### src/rtl/csgs_regs.vh
// Register indices, field positions, reset values and timing counts
`ifndef CSGS_REGS_VH
`define CSGS_REGS_VH

// Register indices; byte address is four times the index
`define CSGS_IDX_GEAR        12'h0fcf
`define CSGS_IDX_SYS1        12'h0fdc
`define CSGS_IDX_SYS2        12'h0fdd
`define CSGS_IDX_PORT0_FN    12'h0fc0
`define CSGS_IDX_STATUS      12'h0fc1
`define CSGS_ADR_W           16

// Gear register fields
`define CSGS_GEAR_LSB        0
`define CSGS_GEAR_MSB        1
`define CSGS_GEAR_RST        2'h0
`define CSGS_GEAR_DIV4       2'h0
`define CSGS_GEAR_DIV2       2'h1
`define CSGS_GEAR_DIV1       2'h2

// System control one fields
`define CSGS_SYS1_REFSEL     3

// System control two fields
`define CSGS_SYS2_INT_EN     7
`define CSGS_SYS2_XH_EN      6
`define CSGS_SYS2_XL_EN      5
`define CSGS_SYS2_SYSCK      4
`define CSGS_SYS2_RST        4'h8

// Port 0 function control fields
`define CSGS_PFN_HIGH        0
`define CSGS_PFN_LOW         2

// Status fields
`define CSGS_ST_BUSY         0
`define CSGS_ST_REF_EXT      1
`define CSGS_ST_CLK_RST      2

// Switch settles after this many falling edges of the new clock
`define CSGS_SW_NEW_EDGES    2'h2

// Switch FSM one-hot states
`define CSGS_SW_RUN          3'h1
`define CSGS_SW_DRAIN        3'h2
`define CSGS_SW_ARM          3'h4

`endif

### src/rtl/csgs_clk_div.v
// Divides a sampled clock level by 4, 2 or 1 into a registered level
`include "csgs_regs.vh"

module csgs_clk_div (
   input  wire       core_clk,
   input  wire       rst_n,
   input  wire       src_lvl,
   input  wire [1:0] div_sel,
   output reg        div_q
);

   reg       src_prev_q;
   reg       phase_q;
   wire      src_rise;

   assign src_rise = src_lvl & ~src_prev_q;

   // Edge history and divided level; reserved code runs as divide by 4
   always @(posedge core_clk or negedge rst_n) begin
      if (!rst_n) begin
         src_prev_q <= 1'b0;
         phase_q    <= 1'b0;
         div_q      <= 1'b0;
      end else begin
         src_prev_q <= src_lvl;
         case (div_sel)
            `CSGS_GEAR_DIV1: begin
               div_q <= src_lvl;
            end
            `CSGS_GEAR_DIV2: begin
               if (src_rise) begin
                  div_q <= ~div_q;
               end
            end
            default: begin
               if (src_rise) begin
                  phase_q <= ~phase_q;
                  if (phase_q) begin
                     div_q <= ~div_q;
                  end
               end
            end
         endcase
      end
   end

endmodule

### src/rtl/csgs_ref_switch.v
// Glitch-free change of the high reference clock between two oscillators
`include "csgs_regs.vh"

module csgs_ref_switch (
   input  wire core_clk,
   input  wire rst_n,
   input  wire sel_ext,
   input  wire int_lvl,
   input  wire ext_lvl,
   output reg  ref_q,
   output reg  busy_q,
   output reg  cur_ext_q
);

   reg  [2:0] state_q;
   reg  [1:0] fall_cnt_q;
   reg        new_prev_q;
   wire       old_lvl;
   wire       new_lvl;
   wire       new_fall;

   assign old_lvl  = cur_ext_q ? ext_lvl : int_lvl;
   assign new_lvl  = cur_ext_q ? int_lvl : ext_lvl;
   assign new_fall = new_prev_q & ~new_lvl;

   // Old clock is let finish its high phase, output parks low, then
   // the new clock is picked up on a low phase so no runt pulse escapes
   always @(posedge core_clk or negedge rst_n) begin
      if (!rst_n) begin
         state_q    <= `CSGS_SW_RUN;
         fall_cnt_q <= 2'h0;
         new_prev_q <= 1'b0;
         ref_q      <= 1'b0;
         busy_q     <= 1'b0;
         cur_ext_q  <= 1'b0;
      end else begin
         new_prev_q <= new_lvl;
         case (state_q)
            `CSGS_SW_RUN: begin
               ref_q <= old_lvl;
               if (sel_ext != cur_ext_q) begin
                  state_q <= `CSGS_SW_DRAIN;
                  busy_q  <= 1'b1;
               end
            end
            `CSGS_SW_DRAIN: begin
               ref_q <= old_lvl;
               if (!old_lvl) begin
                  state_q    <= `CSGS_SW_ARM;
                  fall_cnt_q <= 2'h0;
               end
            end
            `CSGS_SW_ARM: begin
               ref_q <= 1'b0;
               if (new_fall) begin
                  fall_cnt_q <= fall_cnt_q + 2'h1;
                  if (fall_cnt_q + 2'h1 == `CSGS_SW_NEW_EDGES) begin
                     cur_ext_q <= ~cur_ext_q;
                     state_q   <= `CSGS_SW_RUN;
                     busy_q    <= 1'b0;
                  end
               end
            end
            default: begin
               state_q <= `CSGS_SW_RUN;
               busy_q  <= 1'b0;
            end
         endcase
      end
   end

endmodule

### src/rtl/csgs_top.v
// Clock source control: oscillator enables, reference switch, gear, reset check
//
// Local design decision: the Wishbone register port.
`include "csgs_regs.vh"

module csgs_top (
   input  wire        core_clk,
   input  wire        rst_n,
   input  wire        wb_cyc_i,
   input  wire        wb_stb_i,
   input  wire        wb_we_i,
   input  wire [15:0] wb_adr_i,
   input  wire [3:0]  wb_sel_i,
   input  wire [31:0] wb_dat_i,
   output reg  [31:0] wb_dat_o,
   output reg         wb_ack_o,
   input  wire        int_high_clock,
   input  wire        external_high_clock,
   input  wire        external_low_clock,
   input  wire        stop_mode,
   output reg         int_osc_en_q,
   output reg         high_osc_en_q,
   output reg         low_osc_en_q,
   output reg         high_osc_pin_q,
   output reg         low_osc_pin_q,
   output reg         sys_clk_q,
   output reg         warmup_start_q,
   output reg         sys_clk_rst_q
);

   // Software visible state
   reg  [1:0]  gear_sel_q;
   reg         ref_sel_q;
   reg         int_en_q;
   reg         xh_en_q;
   reg         xl_en_q;
   reg         sysck_q;
   reg         pfn_high_q;
   reg         pfn_low_q;

   // Bus decode
   wire        bus_req;
   wire        wr_en;
   wire [11:0] idx;
   wire        adr_ok;
   reg  [31:0] rd_d;

   // Clock path
   wire        high_ref;
   wire        sw_busy;
   wire        ref_ext;
   wire        gear_clk;
   wire        low_div4;

   // Check and warm-up start terms
   reg         bad_d;
   wire        old_src_off;
   wire        sys2_wr;
   wire        xh_rise_wr;

   assign bus_req = wb_cyc_i & wb_stb_i & ~wb_ack_o;
   assign wr_en   = bus_req & wb_we_i & wb_sel_i[0];
   assign idx     = wb_adr_i[13:2];
   assign adr_ok  = (wb_adr_i[15:14] == 2'h0) && (wb_adr_i[1:0] == 2'h0);

   // Write to system control two, used by the warm-up start only
   assign sys2_wr     = wr_en && adr_ok && (idx == `CSGS_IDX_SYS2);
   // a start needs the stored enable low before the write
   assign xh_rise_wr  = sys2_wr && wb_dat_i[`CSGS_SYS2_XH_EN] && !xh_en_q;
   // enable of the source still feeding the reference
   assign old_src_off = ref_ext ? !xh_en_q : !int_en_q;

   // Single-cycle answer: ack one edge after the request is seen
   // A request seen while ack is high is not taken again, so ack is one pulse
   always @(posedge core_clk or negedge rst_n) begin
      if (!rst_n) begin
         wb_ack_o <= 1'b0;
      end else begin
         wb_ack_o <= bus_req;
      end
   end

   // Register writes; reset values are the hardware's own start-up choice
   always @(posedge core_clk or negedge rst_n) begin
      if (!rst_n) begin
         gear_sel_q <= `CSGS_GEAR_RST;
         ref_sel_q  <= 1'b0;
         int_en_q   <= 1'b1;
         xh_en_q    <= 1'b0;
         xl_en_q    <= 1'b0;
         sysck_q    <= 1'b0;
         pfn_high_q <= 1'b0;
         pfn_low_q  <= 1'b0;
      end else if (wr_en && adr_ok) begin
         case (idx)
            `CSGS_IDX_GEAR: begin
               gear_sel_q <= wb_dat_i[`CSGS_GEAR_MSB:`CSGS_GEAR_LSB];
            end
            `CSGS_IDX_SYS1: begin
               if (!sysck_q) begin
                  ref_sel_q <= wb_dat_i[`CSGS_SYS1_REFSEL];
               end
            end
            `CSGS_IDX_SYS2: begin
               int_en_q <= wb_dat_i[`CSGS_SYS2_INT_EN];
               xh_en_q  <= wb_dat_i[`CSGS_SYS2_XH_EN];
               xl_en_q  <= wb_dat_i[`CSGS_SYS2_XL_EN];
               sysck_q  <= wb_dat_i[`CSGS_SYS2_SYSCK];
            end
            `CSGS_IDX_PORT0_FN: begin
               // Crystal pin use; the check flags the external high enable set first
               pfn_high_q <= wb_dat_i[`CSGS_PFN_HIGH];
               pfn_low_q  <= wb_dat_i[`CSGS_PFN_LOW];
            end
            default: begin
               gear_sel_q <= gear_sel_q;
            end
         endcase
      end
   end

   // Read mux; unmapped addresses read zero but are still acknowledged
   always @* begin
      rd_d = 32'h0000_0000;
      if (adr_ok) begin
         case (idx)
            `CSGS_IDX_GEAR: begin
               rd_d[`CSGS_GEAR_MSB:`CSGS_GEAR_LSB] = gear_sel_q;
            end
            `CSGS_IDX_SYS1: begin
               rd_d[`CSGS_SYS1_REFSEL] = ref_sel_q;
            end
            `CSGS_IDX_SYS2: begin
               rd_d[`CSGS_SYS2_INT_EN] = int_en_q;
               rd_d[`CSGS_SYS2_XH_EN]  = xh_en_q;
               rd_d[`CSGS_SYS2_XL_EN]  = xl_en_q;
               rd_d[`CSGS_SYS2_SYSCK]  = sysck_q;
            end
            `CSGS_IDX_PORT0_FN: begin
               rd_d[`CSGS_PFN_HIGH] = pfn_high_q;
               rd_d[`CSGS_PFN_LOW]  = pfn_low_q;
            end
            `CSGS_IDX_STATUS: begin
               // Read-only; writes here land in the default branch
               rd_d[`CSGS_ST_BUSY]    = sw_busy;
               rd_d[`CSGS_ST_REF_EXT] = ref_ext;
               rd_d[`CSGS_ST_CLK_RST] = sys_clk_rst_q;
            end
            default: begin
               rd_d = 32'h0000_0000;
            end
         endcase
      end
   end

   // Read data held from the answer edge
   // Kept until the next request so a slow master can still take it
   always @(posedge core_clk or negedge rst_n) begin
      if (!rst_n) begin
         wb_dat_o <= 32'h0000_0000;
      end else if (bus_req) begin
         wb_dat_o <= rd_d;
      end
   end

   // warm-up only on a real 0 to 1 of the external enable
   // Rewriting an already set enable leaves the warm-up alone
   always @(posedge core_clk or negedge rst_n) begin
      if (!rst_n) begin
         warmup_start_q <= 1'b0;
      end else begin
         warmup_start_q <= xh_rise_wr;
      end
   end

   // stop mode halts every oscillator and returns pins to ports
   // without touching the software bits so the check does not trip
   always @(posedge core_clk or negedge rst_n) begin
      if (!rst_n) begin
         int_osc_en_q   <= 1'b1;
         high_osc_en_q  <= 1'b0;
         low_osc_en_q   <= 1'b0;
         high_osc_pin_q <= 1'b0;
         low_osc_pin_q  <= 1'b0;
      end else begin
         int_osc_en_q   <= int_en_q & ~stop_mode;
         high_osc_en_q  <= xh_en_q & ~stop_mode;
         low_osc_en_q   <= xl_en_q & ~stop_mode;
         high_osc_pin_q <= pfn_high_q & ~stop_mode;
         low_osc_pin_q  <= pfn_low_q & ~stop_mode;
      end
   end

   // reference source chosen by the select
   // old clock drains low, new one joins on a low phase
   // the pause is bounded by two falling edges of the new clock
   csgs_ref_switch u_ref_switch (
      .core_clk  (core_clk),
      .rst_n     (rst_n),
      .sel_ext   (ref_sel_q),
      .int_lvl   (int_high_clock),
      .ext_lvl   (external_high_clock),
      .ref_q     (high_ref),
      .busy_q    (sw_busy),
      .cur_ext_q (ref_ext)
   );

   csgs_clk_div u_gear_div (
      .core_clk (core_clk),
      .rst_n    (rst_n),
      .src_lvl  (high_ref),
      .div_sel  (gear_sel_q),
      .div_q    (gear_clk)
   );

   // Low clock divided by four for slow running
   csgs_clk_div u_low_div (
      .core_clk (core_clk),
      .rst_n    (rst_n),
      .src_lvl  (external_low_clock),
      .div_sel  (`CSGS_GEAR_DIV4),
      .div_q    (low_div4)
   );

   // system clock source select
   // Not glitch protected: the low path bypasses the gear entirely
   always @(posedge core_clk or negedge rst_n) begin
      if (!rst_n) begin
         sys_clk_q <= 1'b0;
      end else begin
         sys_clk_q <= sysck_q ? low_div4 : gear_clk;
      end
   end

   // Prohibited combinations; the reference actually in use during a
   // switch is the old one, so its enable is what must stay set
   always @* begin
      bad_d = 1'b0;
      if (!int_en_q && !xh_en_q && !xl_en_q) begin
         bad_d = 1'b1;
      end
      if (sysck_q && !xl_en_q) begin
         bad_d = 1'b1;
      end
      if (!sysck_q && !ref_sel_q && !int_en_q) begin
         bad_d = 1'b1;
      end
      if (!sysck_q && ref_sel_q && !xh_en_q) begin
         bad_d = 1'b1;
      end
      // external enabled on plain port pins
      if (xh_en_q && !pfn_high_q) begin
         bad_d = 1'b1;
      end
      // old source stopped before the switch completes
      if (sw_busy && old_src_off) begin
         bad_d = 1'b1;
      end
   end

   // check registered every cycle, reset follows the next edge
   always @(posedge core_clk or negedge rst_n) begin
      if (!rst_n) begin
         sys_clk_rst_q <= 1'b0;
      end else begin
         sys_clk_rst_q <= bad_d;
      end
   end

endmodule

### config.mk
export PLATFORM = sky130hd
export DESIGN_NAME = csgs_top
export DESIGN_NICKNAME = d
export VERILOG_FILES = /design/src/rtl/csgs_clk_div.v /design/src/rtl/csgs_ref_switch.v /design/src/rtl/csgs_top.v
export VERILOG_INCLUDE_DIRS = /design/src /design/src/rtl
export SDC_FILE = /design/constraint.sdc
export NUM_CORES = 1
export LEC_CHECK = 0
export ABC_AREA = 1
export BUFFER_PORTS_ARGS = -buffer_cell sky130_fd_sc_hd__buf_2
export CORE_MARGIN = 4
export CORE_UTILIZATION = 35
export CTS_CLUSTER_SIZE = 28
export DETAILED_ROUTE_END_ITERATION = 6
export GPL_ROUTABILITY_DRIVEN = 0
export SYNTH_ARGS = -nofsm -noshare
export SYNTH_HDL_FRONTEND = slang
export SYNTH_HIERARCHICAL = 1
export SYNTH_SLANG_ARGS = --single-unit
### constraint.sdc
create_clock -name core_clk -period 2.6 [get_ports core_clk]
set_input_delay 0.13 -clock core_clk [delete_from_list [all_inputs] [get_ports core_clk]]
set_output_delay 0.13 -clock core_clk [all_outputs]
set_load 0.005 [all_outputs]
# Yosys cells after proc, flatten, opt, wreduce, memory -nomap -nowiden
# Cells that the tools add are included.
word_totals:
  wordCells: 145
  output_inout_bits: 41
  input_bits: 61
  register_bits: 65
  ram_bits: 0
  latchBits: 0
  rom_bits: 0
  memories: 0
op_classes:
  n_div: 0
  muxes: 33
  n_lt_le_gt_ge: 0
  n_eq_ne: 17
  reduce_logical: 39
  shifts: 0
  n_mul: 0
  bitwise: 25
  addsub: 1
op_table:
  columns: ["op", "count"]
  rows:
  - ["equality test 12 bit (second input constant)", 5]
  - ["two-way mux 1 bit", 17]
  - ["logical AND 1 bit", 14]
  - ["inverter 1 bit", 13]
  - ["AND 1 bit", 12]
  - ["two-way mux 3 bit", 4]
  - ["AND reduction 3 bit", 4]
  - ["AND reduction 2 bit", 5]
  - ["one-hot mux 3 bit (3 select lines)", 1]
  - ["two-way mux 8 bit", 1]
  - ["!= test 2 x 1 -> 1 bit (second input constant)", 4]
  - ["one-hot mux 1 bit (2 select lines)", 4]
  - ["AND reduction 4 bit", 2]
  - ["logical NOT 1 bit", 6]
  - ["one-hot mux 1 bit (3 select lines)", 2]
  - ["nonzero test 2 bit", 3]
  - ["equality test 2 bit (second input constant)", 2]
  - ["logical NOT 2 bit", 2]
  - ["two-way mux 2 bit", 2]
  - ["two-way mux 4 bit", 1]
  - ["one-hot mux 2 bit (2 select lines)", 1]
  - ["OR reduction 2 bit", 2]
  - ["equality test 3 x 1 -> 1 bit (second input constant)", 1]
  - ["equality test 3 x 2 -> 1 bit (second input constant)", 1]
  - ["6 further kinds", 6]

# Longest topological paths before layout
# Gate-level depths: netlist of run 1.
logic_depth:
  word_depth: 9
  ltp_mapped: 8

# Cells and area by module
# Netlist of run 1, hierarchy kept.
modules_own_cells:
  columns: ["module", "area_per_inst_um2", "cells_per_inst", "instances"]
  rows:
  - ["csgs_top", 1432.6, 176, 1]
  - ["csgs_ref_switch", 496.7, 65, 1]
  - ["csgs_clk_div", 205.2, 28, 2]

# Least setup slack after synthesis of run 1
# OpenSTA, ideal clock, no wires.
synth_path:
  kind: "register -> register"
  startpoint: "register wb_ack_o"
  endpoint: "register pfn_high_q"
  n_path_buf: 1
  stages_incl_launch_ff: 8
  setup_slack_ps: 1400
  setup_ps: 121
  arrival_ps: 1079
  path_cell_list: "dfrtp_1 inv_1 nand3_2 buf_6 nor3_4 nand3_2 nand2_1 o21ai_1"
synth_via:
  elab_chain_len: 6
synth_lines:
  columns: ["element", "line", "rtl"]
  rows:
  - ["start: declaration", "csgs_top.v:16", "output reg wb_ack_o,"]
  - ["start signal: assignment", "csgs_top.v:79", "wb_ack_o <= bus_req;"]
  - ["inverter 1 bit", "csgs_top.v:61", "assign bus_req = wb_cyc_i & wb_stb_i & ~wb_ack_o;"]
  - ["AND 1 bit", "csgs_top.v:61", null]
  - ["AND 1 bit (2 in a row)", "csgs_top.v:62", "assign wr_en = bus_req & wb_we_i & wb_sel_i[0];"]
  - ["logical AND 1 bit", "csgs_top.v:94", "end else if (wr_en && adr_ok) begin"]
  - ["AND reduction 2 bit (no source line)", null, null]
  - ["end signal: assignment", "csgs_top.v:112", "pfn_high_q <= wb_dat_i[`CSGS_PFN_HIGH];"]
  - ["end: declaration", "csgs_top.v:38", "reg pfn_high_q;"]
# No other way between the ends.
# A chain may end at the register's enable or synchronous reset.

# Final worst setup path of run 1
layout_path:
  startpoint: "register wb_ack_o"
  endpoint: "register xh_en_q"
layout_via:
  elab_chain_len: 6
layout_lines:
  columns: ["element", "line", "rtl"]
  rows:
  - ["inverter 1 bit", "csgs_top.v:61", null]
  - ["AND 1 bit", "csgs_top.v:61", null]
  - ["AND 1 bit (2 in a row)", "csgs_top.v:62", null]
  - ["logical AND 1 bit", "csgs_top.v:94", null]
  - ["AND reduction 2 bit (no source line)", null, null]
  - ["end signal: assignment", "csgs_top.v:106", "xh_en_q <= wb_dat_i[`CSGS_SYS2_XH_EN];"]
  - ["end: declaration", "csgs_top.v:35", "reg xh_en_q;"]
# No other way between the ends.

==> flow_metrics.tcl, run 1 <==
set metrics [dict create \
    status "completed" \
    dp_cells 426 \
    path_class "register to register" \
    fin_setup_tns_ns 0 \
    slew_viol_final 0 \
    grt_usage_pct 11.8 \
    post-route-period-util_pct 57.2 \
    grt_first_pass_wirelength_um 7940 \
    ys_warn_count 6 \
    post_cts_buffers 0 \
    worst_pin_slew_ns 0.897 \
    cp_data_arrival_time_ns 1.71 \
    p_leak_nw 1.52 \
    rsz0062_at_grt "no" \
    cts_sinks 41 \
    layout_min_cycle_time_ns 1.49 \
    crit_top_cell "nor2_4" \
    cp_max_fo 11 \
    final.hold.worst_slack_ns 0.00861 \
    die_w_um 89.8 \
    routedWlPerCell_um 10.5 \
    grt_max_degree 42 \
    cts.repair.resized 0 \
    ant_nets 0 \
    holdPathStages 2 \
    num_antenna_cells 0 \
    hold_viol 0 \
    ys_types 27 \
    initial_core_util_pct 36.4 \
    area_delta_synth_final_pct 16.7 \
    power.density_nw_per_um2 487 \
    p_comb_share_pct 9.9 \
    coreArea_um2 6420 \
    worstPathRequired_ns 2.82 \
    hold_class "input pin to register" \
    drtIter0Drc 52 \
    vias_per_cell 4.37 \
    dp_hpwl_um 3660 \
    ys_ff_latch 41 \
    crit_family "simple AND/OR/NAND/NOR gates" \
    drive_above_1_share_pct 24.5 \
    cts.htree.levels 2 \
    io_buffers 50 \
    grt_overflow 0 \
    clock_path_buffers 2 \
    ios 102 \
    power_frac_clock_pct 39.3 \
    path_clk_slew_ns 0.09 \
    tritoncts "built" \
    p_sw_w 0.000330 \
    max_cap_violations 0 \
    vdd_drop_max_uv 216 \
    syn_inst 297 \
    clock_skew_ns 0.00555 \
    start_kind "register" \
    numCtsBuffers 5 \
    synth_area_leaders "dfrtp_1, nand2_1, buf_4" \
    drc 0 \
    swShare_pct 24.8 \
    max_freq_ghz 0.672 \
    grt_pass1_vias 1797 \
    via_count 1907 \
    syn_area_um2 2340 \
    synth_top_area_cell "dfrtp_1" \
    worstPathCellList "inv_1, nand3_2, nor2_4, nand3_4, nor2_4, nand2_2, o21ai_0" \
    die_area_um2 8060 \
    rows 29 \
    avgSynthCellArea_um2 7.88 \
    antenna_found_initial 0 \
    relSlewSlack_pct 40.2 \
    rr_worst_depth 7 \
    wl_um 4560 \
    final_cells 436 \
    p_int_w 0.00100 \
    critPathCaptureType "register" \
    layout.nets 424 \
    seqPwrFrac_pct 50.8 \
    setup_viol 0 \
    cpPeakStageDelay_ns 0.38 \
    power_w 0.00133 \
    cts_root_buf "clkbuf_8" \
    clk_latency_ns 0.29 \
    crit_buf_inv 1 \
    drt-pass1-iter-count 5 \
    cp_slowest_cell "dfrtp_1" \
    cp.depth 7 \
    hold_buffers 2 \
    die_h_um 89.8 \
    synth-seq-area-share_pct 44.0 \
    synth_top_area_share_pct 40.6 \
]
==> cells in the final DEF, fill, tap and decap left out, types with 2 or more instances in the layout <==
cell type and instances:
nor2_2 5, nand3_1 21, nand2_1 81, buf_2 50
ha_1 5, nand2_2 3, nand4_1 6, dlygate4sd3_1 2
o21ai_0 19, o21ai_1 2, dfstp_2 3, clkbuf_8 5
a21oi_1 2, conb_1 28, dfrtp_1 38, nor2_4 4
o21ai_2 2, nand3_2 4, nor2_1 18, inv_2 5
inv_1 46
==> cell type report <==
type,instances,area [um^2]
Clock inverter,3,46.3
Clock buffer,5,68.8
Timing Repair Buffer,52,270
Inverter,51,191
Tap cell,77,96.3
Sequential cell,41,1030
Multi-Input combinational cell,207,1030
Fill cell,650,3690
==> flip-flops by register name, summed over array words and instances (netlist names), 2 cells and up <==
signal                   cells
gear_sel_q                   2
wb_dat_o                     8
u_ref_switch/fall_cnt_q      2
u_ref_switch/state_q         3
==> path summary, 6_finish.rpt <==
path	start	to	slack (ns)
min in group asynchronous	rst_n	wb_dat_o[0]	0.50
worst max register to register	wb_ack_o	xh_en_q	1.11
worst max-delay path	wb_ack_o	xh_en_q	1.11
worst min register to register	u_low_div/phase_q	u_low_div/phase_q	0.48
max in group asynchronous	rst_n	u_low_div/src_prev_q	1.54
worst min-delay path	stop_mode	int_osc_en_q	0.009
==> per-stage QoR <==
step                utilization [%]  instance area (um^2)  setup WS, ns
finish                         42.5                  2730          1.11
global route                   42.5                  2730         0.951
global placement               40.4                  2600          1.09
CTS                            42.5                  2730          1.07
detailed placement             40.4                  2600          1.10
floorplan                         -                  2440          1.40
==> Yosys cell counts <==
cell type  instances
a21oi_1            2
buf_4             24
buf_6              1
conb_1             1
dfrtp_1           38
dfstp_2            3
ha_1               5
inv_1             46
inv_2              5
nand2_1           81
nand2_2            3
nand2_4            1
nand3_1           21
nand3_2            4
nand3_4            1
nand4_1            6
nand4_2            1
nor2_1            18
nor2_2             5
nor2_4             4
nor3_1             1
nor3_4             1
o2111ai_1          1
o211ai_1           1
o21ai_0           19
o21ai_1            2
o21ai_2            2
==> routing by layer <==
layer,global-route usage [%],vias up,part of all wire (%)
met3,3.84,6,5.7
li1,-,990,-
met4,3.07,0,1.2
met2,20.0,44,50
met1,14.4,867,43
met5,0,-,0
==> cell families after synthesis <==
family,synth area share [%]
and+or+nand+nor,30.4
buffers and inverters,16.4
DFF,44.0
AOI/OAI and AO/OA,6.36
adders and majority gates,2.67
other,0.160
==> power by group through the flow <==
stage	Clock [W]	Sequential, W	Combinational (W)
final	0.000522	0.000676	0.000131
after global routing	0.000567	0.000680	0.000155
after CTS	0.000545	0.000676	0.000133
after detailed placement	0	0.000689	0.000130
after global placement	0	0.000689	0.000127
after floorplan	0	0.000686	0.0000959
Note: power is estimated with default switching activity, not from simulation.
==> inputs of run 2 (changes only) <==
- clock period: 2.6 -> 1.19 ns (I/O delays scaled with it)
==> flow_metrics.tcl, run 2 (synthesis gave the netlist of run 1 again) <==
set metrics [dict create \
    post-route-util_pct 46.6 \
    drc 0 \
    tritoncts "built" \
    largest_reg_flops 8 \
    io_buffers 50 \
    cts_sinks 41 \
    drive_above_1_share_pct 30.7 \
    worstPathRequired_ns 1.42 \
    area_delta_synth_final_pct 27.8 \
    rows 29 \
    drt-pass1-iter-count 3 \
    numCtsBuffers 5 \
    final.hold.worst_slack_ns 0.0295 \
    coreArea_um2 6420 \
    multi_input_area_um2 1110 \
    hold_viol 0 \
    post-route-period-util_pct 103 \
    clock_path_buffers 2 \
    vdd_drop_max_uv 493 \
    die_h_um 89.8 \
    status "complete, but fails checks" \
    critPathCaptureType "register" \
    ant_nets 0 \
    reg_top3 "wb_dat_o x8, u_ref_switch/state_q x3" \
    ios 102 \
    worst_slack_ns -0.0365 \
    routedWlPerCell_um 10.7 \
    layout.nets 443 \
    die_w_um 89.8 \
    grt_usage_pct 12.2 \
    hold_class "input pin to register" \
    path_class "register to register" \
    num_antenna_cells 0 \
    vias_per_cell 4.35 \
    clk_latency_ns 0.30 \
    setup_viol 7 \
    via_count 1980 \
    layout_min_cycle_time_ns 1.23 \
    violations "negative setup slack" \
    grt_overflow 0 \
    die_area_um2 8060 \
    power.density_nw_per_um2 987 \
    max_cap_violations 0 \
    p_leak_nw 1.62 \
    slew_viol_final 0 \
    start_kind "register" \
    rsz0062_at_grt "yes" \
    grt_pass1_vias 1908 \
    power_w 0.00295 \
    max_freq_ghz 0.815 \
    cp_data_arrival_time_ns 1.46 \
    grt_first_pass_wirelength_um 8180 \
    drtIter0Drc 46 \
    clock_skew_ns 0.00721 \
    path_clk_slew_ns 0.09 \
    cp_max_fo 4 \
    cts_root_buf "clkbuf_8" \
    initial_core_util_pct 36.4 \
    layout_commonest_cell "nand2_1" \
    dp_hpwl_um 3820 \
    mostFrequentLayoutCells "nand2_1, buf_2, inv_1" \
    wl_um 4890 \
    seq_area_um2 1030 \
    top_register "wb_dat_o" \
    grt_max_degree 28 \
    cts.htree.levels 2 \
    fillCellCount 644 \
    antenna_found_initial 0 \
]
==> run 2: timing repair <==
action | 4_1_cts | 5_1_grt
gates resized for setup | 11 | 20
endpoints found under the hold margin | 52 | 0
buffers inserted | 0 | 3
pin swaps | 4 | 8
setup endpoints to repair | 15 | 22
hold buffers | 9 | 0
==> run 2: final cells by class <==
type                    instances  area share [%]
clock inverters                 3            1.55
multi-input cells             207            37.1
inverters                      51            6.40
repair buffers                 71            14.9
clock buffers                   5            2.30
flip-flops and latches         41            34.5
well taps                      77            3.22
==> run 2: worst paths after layout <==
| path | start | endpoint | slack (ns) | cells past startpoint |
|---|---|---|---|---|
| worst min-delay path | wb_dat_i[2] | pfn_low_q | 0.03 | 3 |
| min in group asynchronous | rst_n | high_osc_en_q | 0.19 | 2 |
| worst min register to register | u_gear_div/phase_q | u_gear_div/phase_q | 0.47 | 2 |
| worst max-delay path | wb_ack_o | wb_dat_o[4] | -0.04 | 7 |
| worst max register to register | wb_ack_o | wb_dat_o[4] | -0.04 | 7 |
| max in group asynchronous | rst_n | u_ref_switch/state_q[0] | 0.46 | 3 |
==> run 2: worst max-delay path: stages (launching register included) <==
cell,delay (ns)
dfrtp_1,0.39
inv_2,0.07
nand3_4,0.10
nor2_4,0.13
buf_4,0.12
buf_6,0.10
nand3_4,0.10
o21ai_2,0.16
==> run 2: where the power goes <==
part / switching (W) / leakage (nW) / internal [W]
Combinational: 0.000191 / 1.05 / 0.000143
Sequential: 0.0000312 / 0.513 / 0.00144
Clock: 0.000515 / 0.0543 / 0.000628
Total: 0.000737 / 1.62 / 0.00222
==> run 2: stage by stage <==
| step | setup TNS [ns] | cells | area [um^2] | setup slack, ns |
|---|---|---|---|---|
| after detailed placement | -0.732 | 435 | 2680 | -0.105 |
| after global routing | -1.57 | 455 | 2990 | -0.155 |
| after global placement | -0.407 | 435 | 2680 | -0.0801 |
| final | -0.0833 | 455 | 2990 | -0.0365 |
| after CTS | -0.250 | 452 | 2900 | -0.0559 |
| after floorplan | 0 | 324 | 2440 | 0.0372 |
==> run 2: per-layer routing <==
metal	track usage, %	vias up	wire length [um]
met5	0	-	0
met4	3.45	0	57
met1	14.2	899	2090
li1	-	1031	-
met3	3.67	7	267
met2	21.8	43	2480
==> inputs of run 3 (changes only) <==
- ABC_AREA: 1 -> 0
- PLACE_DENSITY: default -> 0.65
==> flow_metrics.tcl, run 3 <==
set metrics [dict create \
    status "complete, but fails checks" \
    violations "negative setup slack" \
    hold_viol 0 \
    path_clk_slew_ns 0.09 \
    final.hold.worst_slack_ns 0.00721 \
    largest_reg_flops 8 \
    power_frac_clock_pct 36.5 \
    coreArea_um2 6030 \
    vias_per_cell 4.65 \
    synth_area_leaders "dfrtp_1, buf_4, mux2_2" \
    clock_skew_ns 0.00702 \
    seqPwrFrac_pct 50.3 \
    tritoncts "built" \
    post-route-util_pct 51.0 \
    dpl-instance-area_um2 2670 \
    synth_simple_gate_area_share_pct 20.4 \
    worstPathCellList "nand3b_4, inv_2, nand3_2, or4b_4, mux2_4" \
    mostFrequentLayoutCells "buf_2, dfrtp_1, conb_1" \
    cpPeakStageDelay_ns 0.50 \
    die_w_um 87.3 \
    path_class "register to register" \
    rows 28 \
    worst_slack_ns -0.416 \
    synth_xor_area_share_pct 1.59 \
    fin_area_um2 3070 \
    top_register "wb_dat_o" \
    grt_first_pass_wirelength_um 7810 \
    die_h_um 87.3 \
    grt_overflow 0 \
    cts_root_buf "clkbuf_8" \
    synth_top_family_by_area "simple AND/OR/NAND/NOR gates" \
    ys_top_cells_by_count "dfrtp_1, buf_4, inv_1, mux2_2, nand2_1" \
    numCtsBuffers 5 \
    setup_viol 22 \
    worstPathRequired_ns 1.37 \
    drt-pass1-iter-count 4 \
    area_delta_synth_final_pct 39.6 \
    cts.htree.levels 2 \
    power.density_nw_per_um2 1010 \
    drtIter0Drc 49 \
    grt_usage_pct 12.8 \
    ys.flop_type "dfrtp_1" \
    reg_top3 "wb_dat_o x8, u_ref_switch/state_q x3" \
    max_freq_ghz 0.623 \
    ios 102 \
    synth_edf_count 0 \
    syn_area_um2 2200 \
    ys_ff_latch 41 \
    clock_path_buffers 2 \
    critPathCaptureType "register" \
    slew_viol_final 0 \
    grt_max_degree 42 \
    p_comb_share_pct 13.2 \
    avgSynthCellArea_um2 11.4 \
    synth-seq-area-share_pct 46.8 \
    num_antenna_cells 0 \
    ant_nets 0 \
    ys_types 54 \
    post-route-period-util_pct 135 \
    cp_slowest_cell "or4b_4" \
    vdd_drop_max_uv 662 \
    initial_core_util_pct 36.5 \
    p_leak_nw 1.47 \
    synth_top_area_cell "dfrtp_1" \
    drive_above_1_share_pct 51.6 \
    io_buffers 50 \
    synth_fa_ha_area_share_pct 2.84 \
    antenna_found_initial 0 \
    cp_data_arrival_time_ns 1.79 \
    crit_family "simple AND/OR/NAND/NOR gates" \
    cts_sinks 41 \
    wl_um 4810 \
    layout_min_cycle_time_ns 1.61 \
    ys_warn_count 6 \
    syn_inst 194 \
    max_cap_violations 0 \
    final_cells 360 \
    grt_pass1_vias 1626 \
    yosysMostFrequentCell "dfrtp_1" \
    dp_hpwl_um 3590 \
    drc 0 \
    dp_cells 342 \
    die_area_um2 7620 \
    clk_latency_ns 0.29 \
    muxShareOfSynthArea_pct 8.41 \
    via_count 1673 \
    synth-compound-area-share_pct 9.15 \
    synth_top_area_share_pct 43.2 \
    layout.nets 350 \
    crit_buf_inv 1 \
    routedWlPerCell_um 13.4 \
    hold_class "input pin to register" \
    swShare_pct 25.1 \
    layout_commonest_cell "buf_2" \
    p_sw_w 0.000782 \
    rsz0062_at_grt "yes" \
    fillCellCount 553 \
    cp_max_fo 3 \
    synthArstFlopShare_pct 100 \
    p_int_w 0.00233 \
    start_kind "register" \
]
==> run 3: cell count changes after synthesis, sizes merged, moves of 5 or more <==
cell	before	now
mux2	0	12
nand3	26	5
nand3b	0	6
mux2i	0	5
nor2	27	6
a22o	0	6
nand2	85	8
inv	51	11
o21ai	23	7
nor2b	0	7
==> run 3: area by class of cell <==
cell class / count / area (um^2) / share of cell area (%)
multi-input combinational: 142 / 1250 / 40.7
sequential: 41 / 1030 / 33.5
timing repair buffer: 83 / 538 / 17.5
tap: 75 / 93.8 / 3.05
clock buffer: 5 / 68.8 / 2.24
clock inverter: 3 / 46.3 / 1.51
inverter: 11 / 43.8 / 1.42
==> run 3: path summary, 6_finish.rpt <==
kind / start / to / slack, ns / cells after the start
min reg2reg: u_ref_switch/ref_q / u_gear_div/src_prev_q / 0.49 / 0
max reg2reg: wb_ack_o / ref_sel_q / -0.42 / 5
min: wb_dat_i[4] / sysck_q / 0.007 / 2
max in group asynchronous: rst_n / int_en_q / 0.67 / 3
max: wb_ack_o / ref_sel_q / -0.42 / 5
min in group asynchronous: rst_n / u_ref_switch/state_q[2] / 0.26 / 3
==> run 3: what timing repair did <==
item                                    in CTS  in global routing
hold endpoints to repair                    48                  1
hold buffers                                 4                  1
resized for setup                           27                 18
endpoints found under the setup margin      21                 26
setup buffers                                3                  3
pin swaps                                    9                  9
==> run 3: cell families (layout without fill, tap and decap cells) <==
logic type / count (synthesis) / count (layout)
buffers and inverters: 38 / 102
AO/OA/AOI/OAI: 28 / 28
adder cells (fa/ha/maj): 5 / 5
flip-flops: 41 / 41
other: 1 / 28
AND/OR/NAND/NOR: 60 / 60
multiplexers: 17 / 17
XOR/XNOR: 4 / 4
==> run 3: power groups by stage <==
stage / logic [W] / registers [W] / clock network, W
floorplan: 0.000254 / 0.00157 / 0
finish: 0.000411 / 0.00157 / 0.00114
CTS: 0.000403 / 0.00157 / 0.00117
global placement: 0.000351 / 0.00158 / 0
detailed placement: 0.000360 / 0.00158 / 0
global route: 0.000462 / 0.00158 / 0.00123
==> run 3: worst reg2reg max path, cell delays in order, from the launching register on <==
cell and delay [ns]:
dfrtp_1 0.38, nand3b_4 0.16, inv_2 0.08, nand3_2 0.07, or4b_4 0.50, mux2_4 0.31
==> run 3: through the flow <==
step | total power (W) | TNS [ns] | worst slack [ns]
3_5_place_dp | 0.00194 | -4.14 | -0.401
3_3_place_gp | 0.00193 | -3.69 | -0.360
2_1_floorplan | 0.00182 | -3.44 | -0.419
6_report | 0.00312 | -2.89 | -0.416
5_1_grt | 0.00327 | -4.01 | -0.456
4_1_cts | 0.00314 | -3.04 | -0.403
==> run 3: metal layers <==
layer  up-vias  global-route usage [%]  wire length (um)
met5         -                       0                 0
met4         0                    2.93                35
met3         7                    3.03               315
met2        47                    21.3              2440
met1       807                    16.9              2020
li1        812                       -                 -
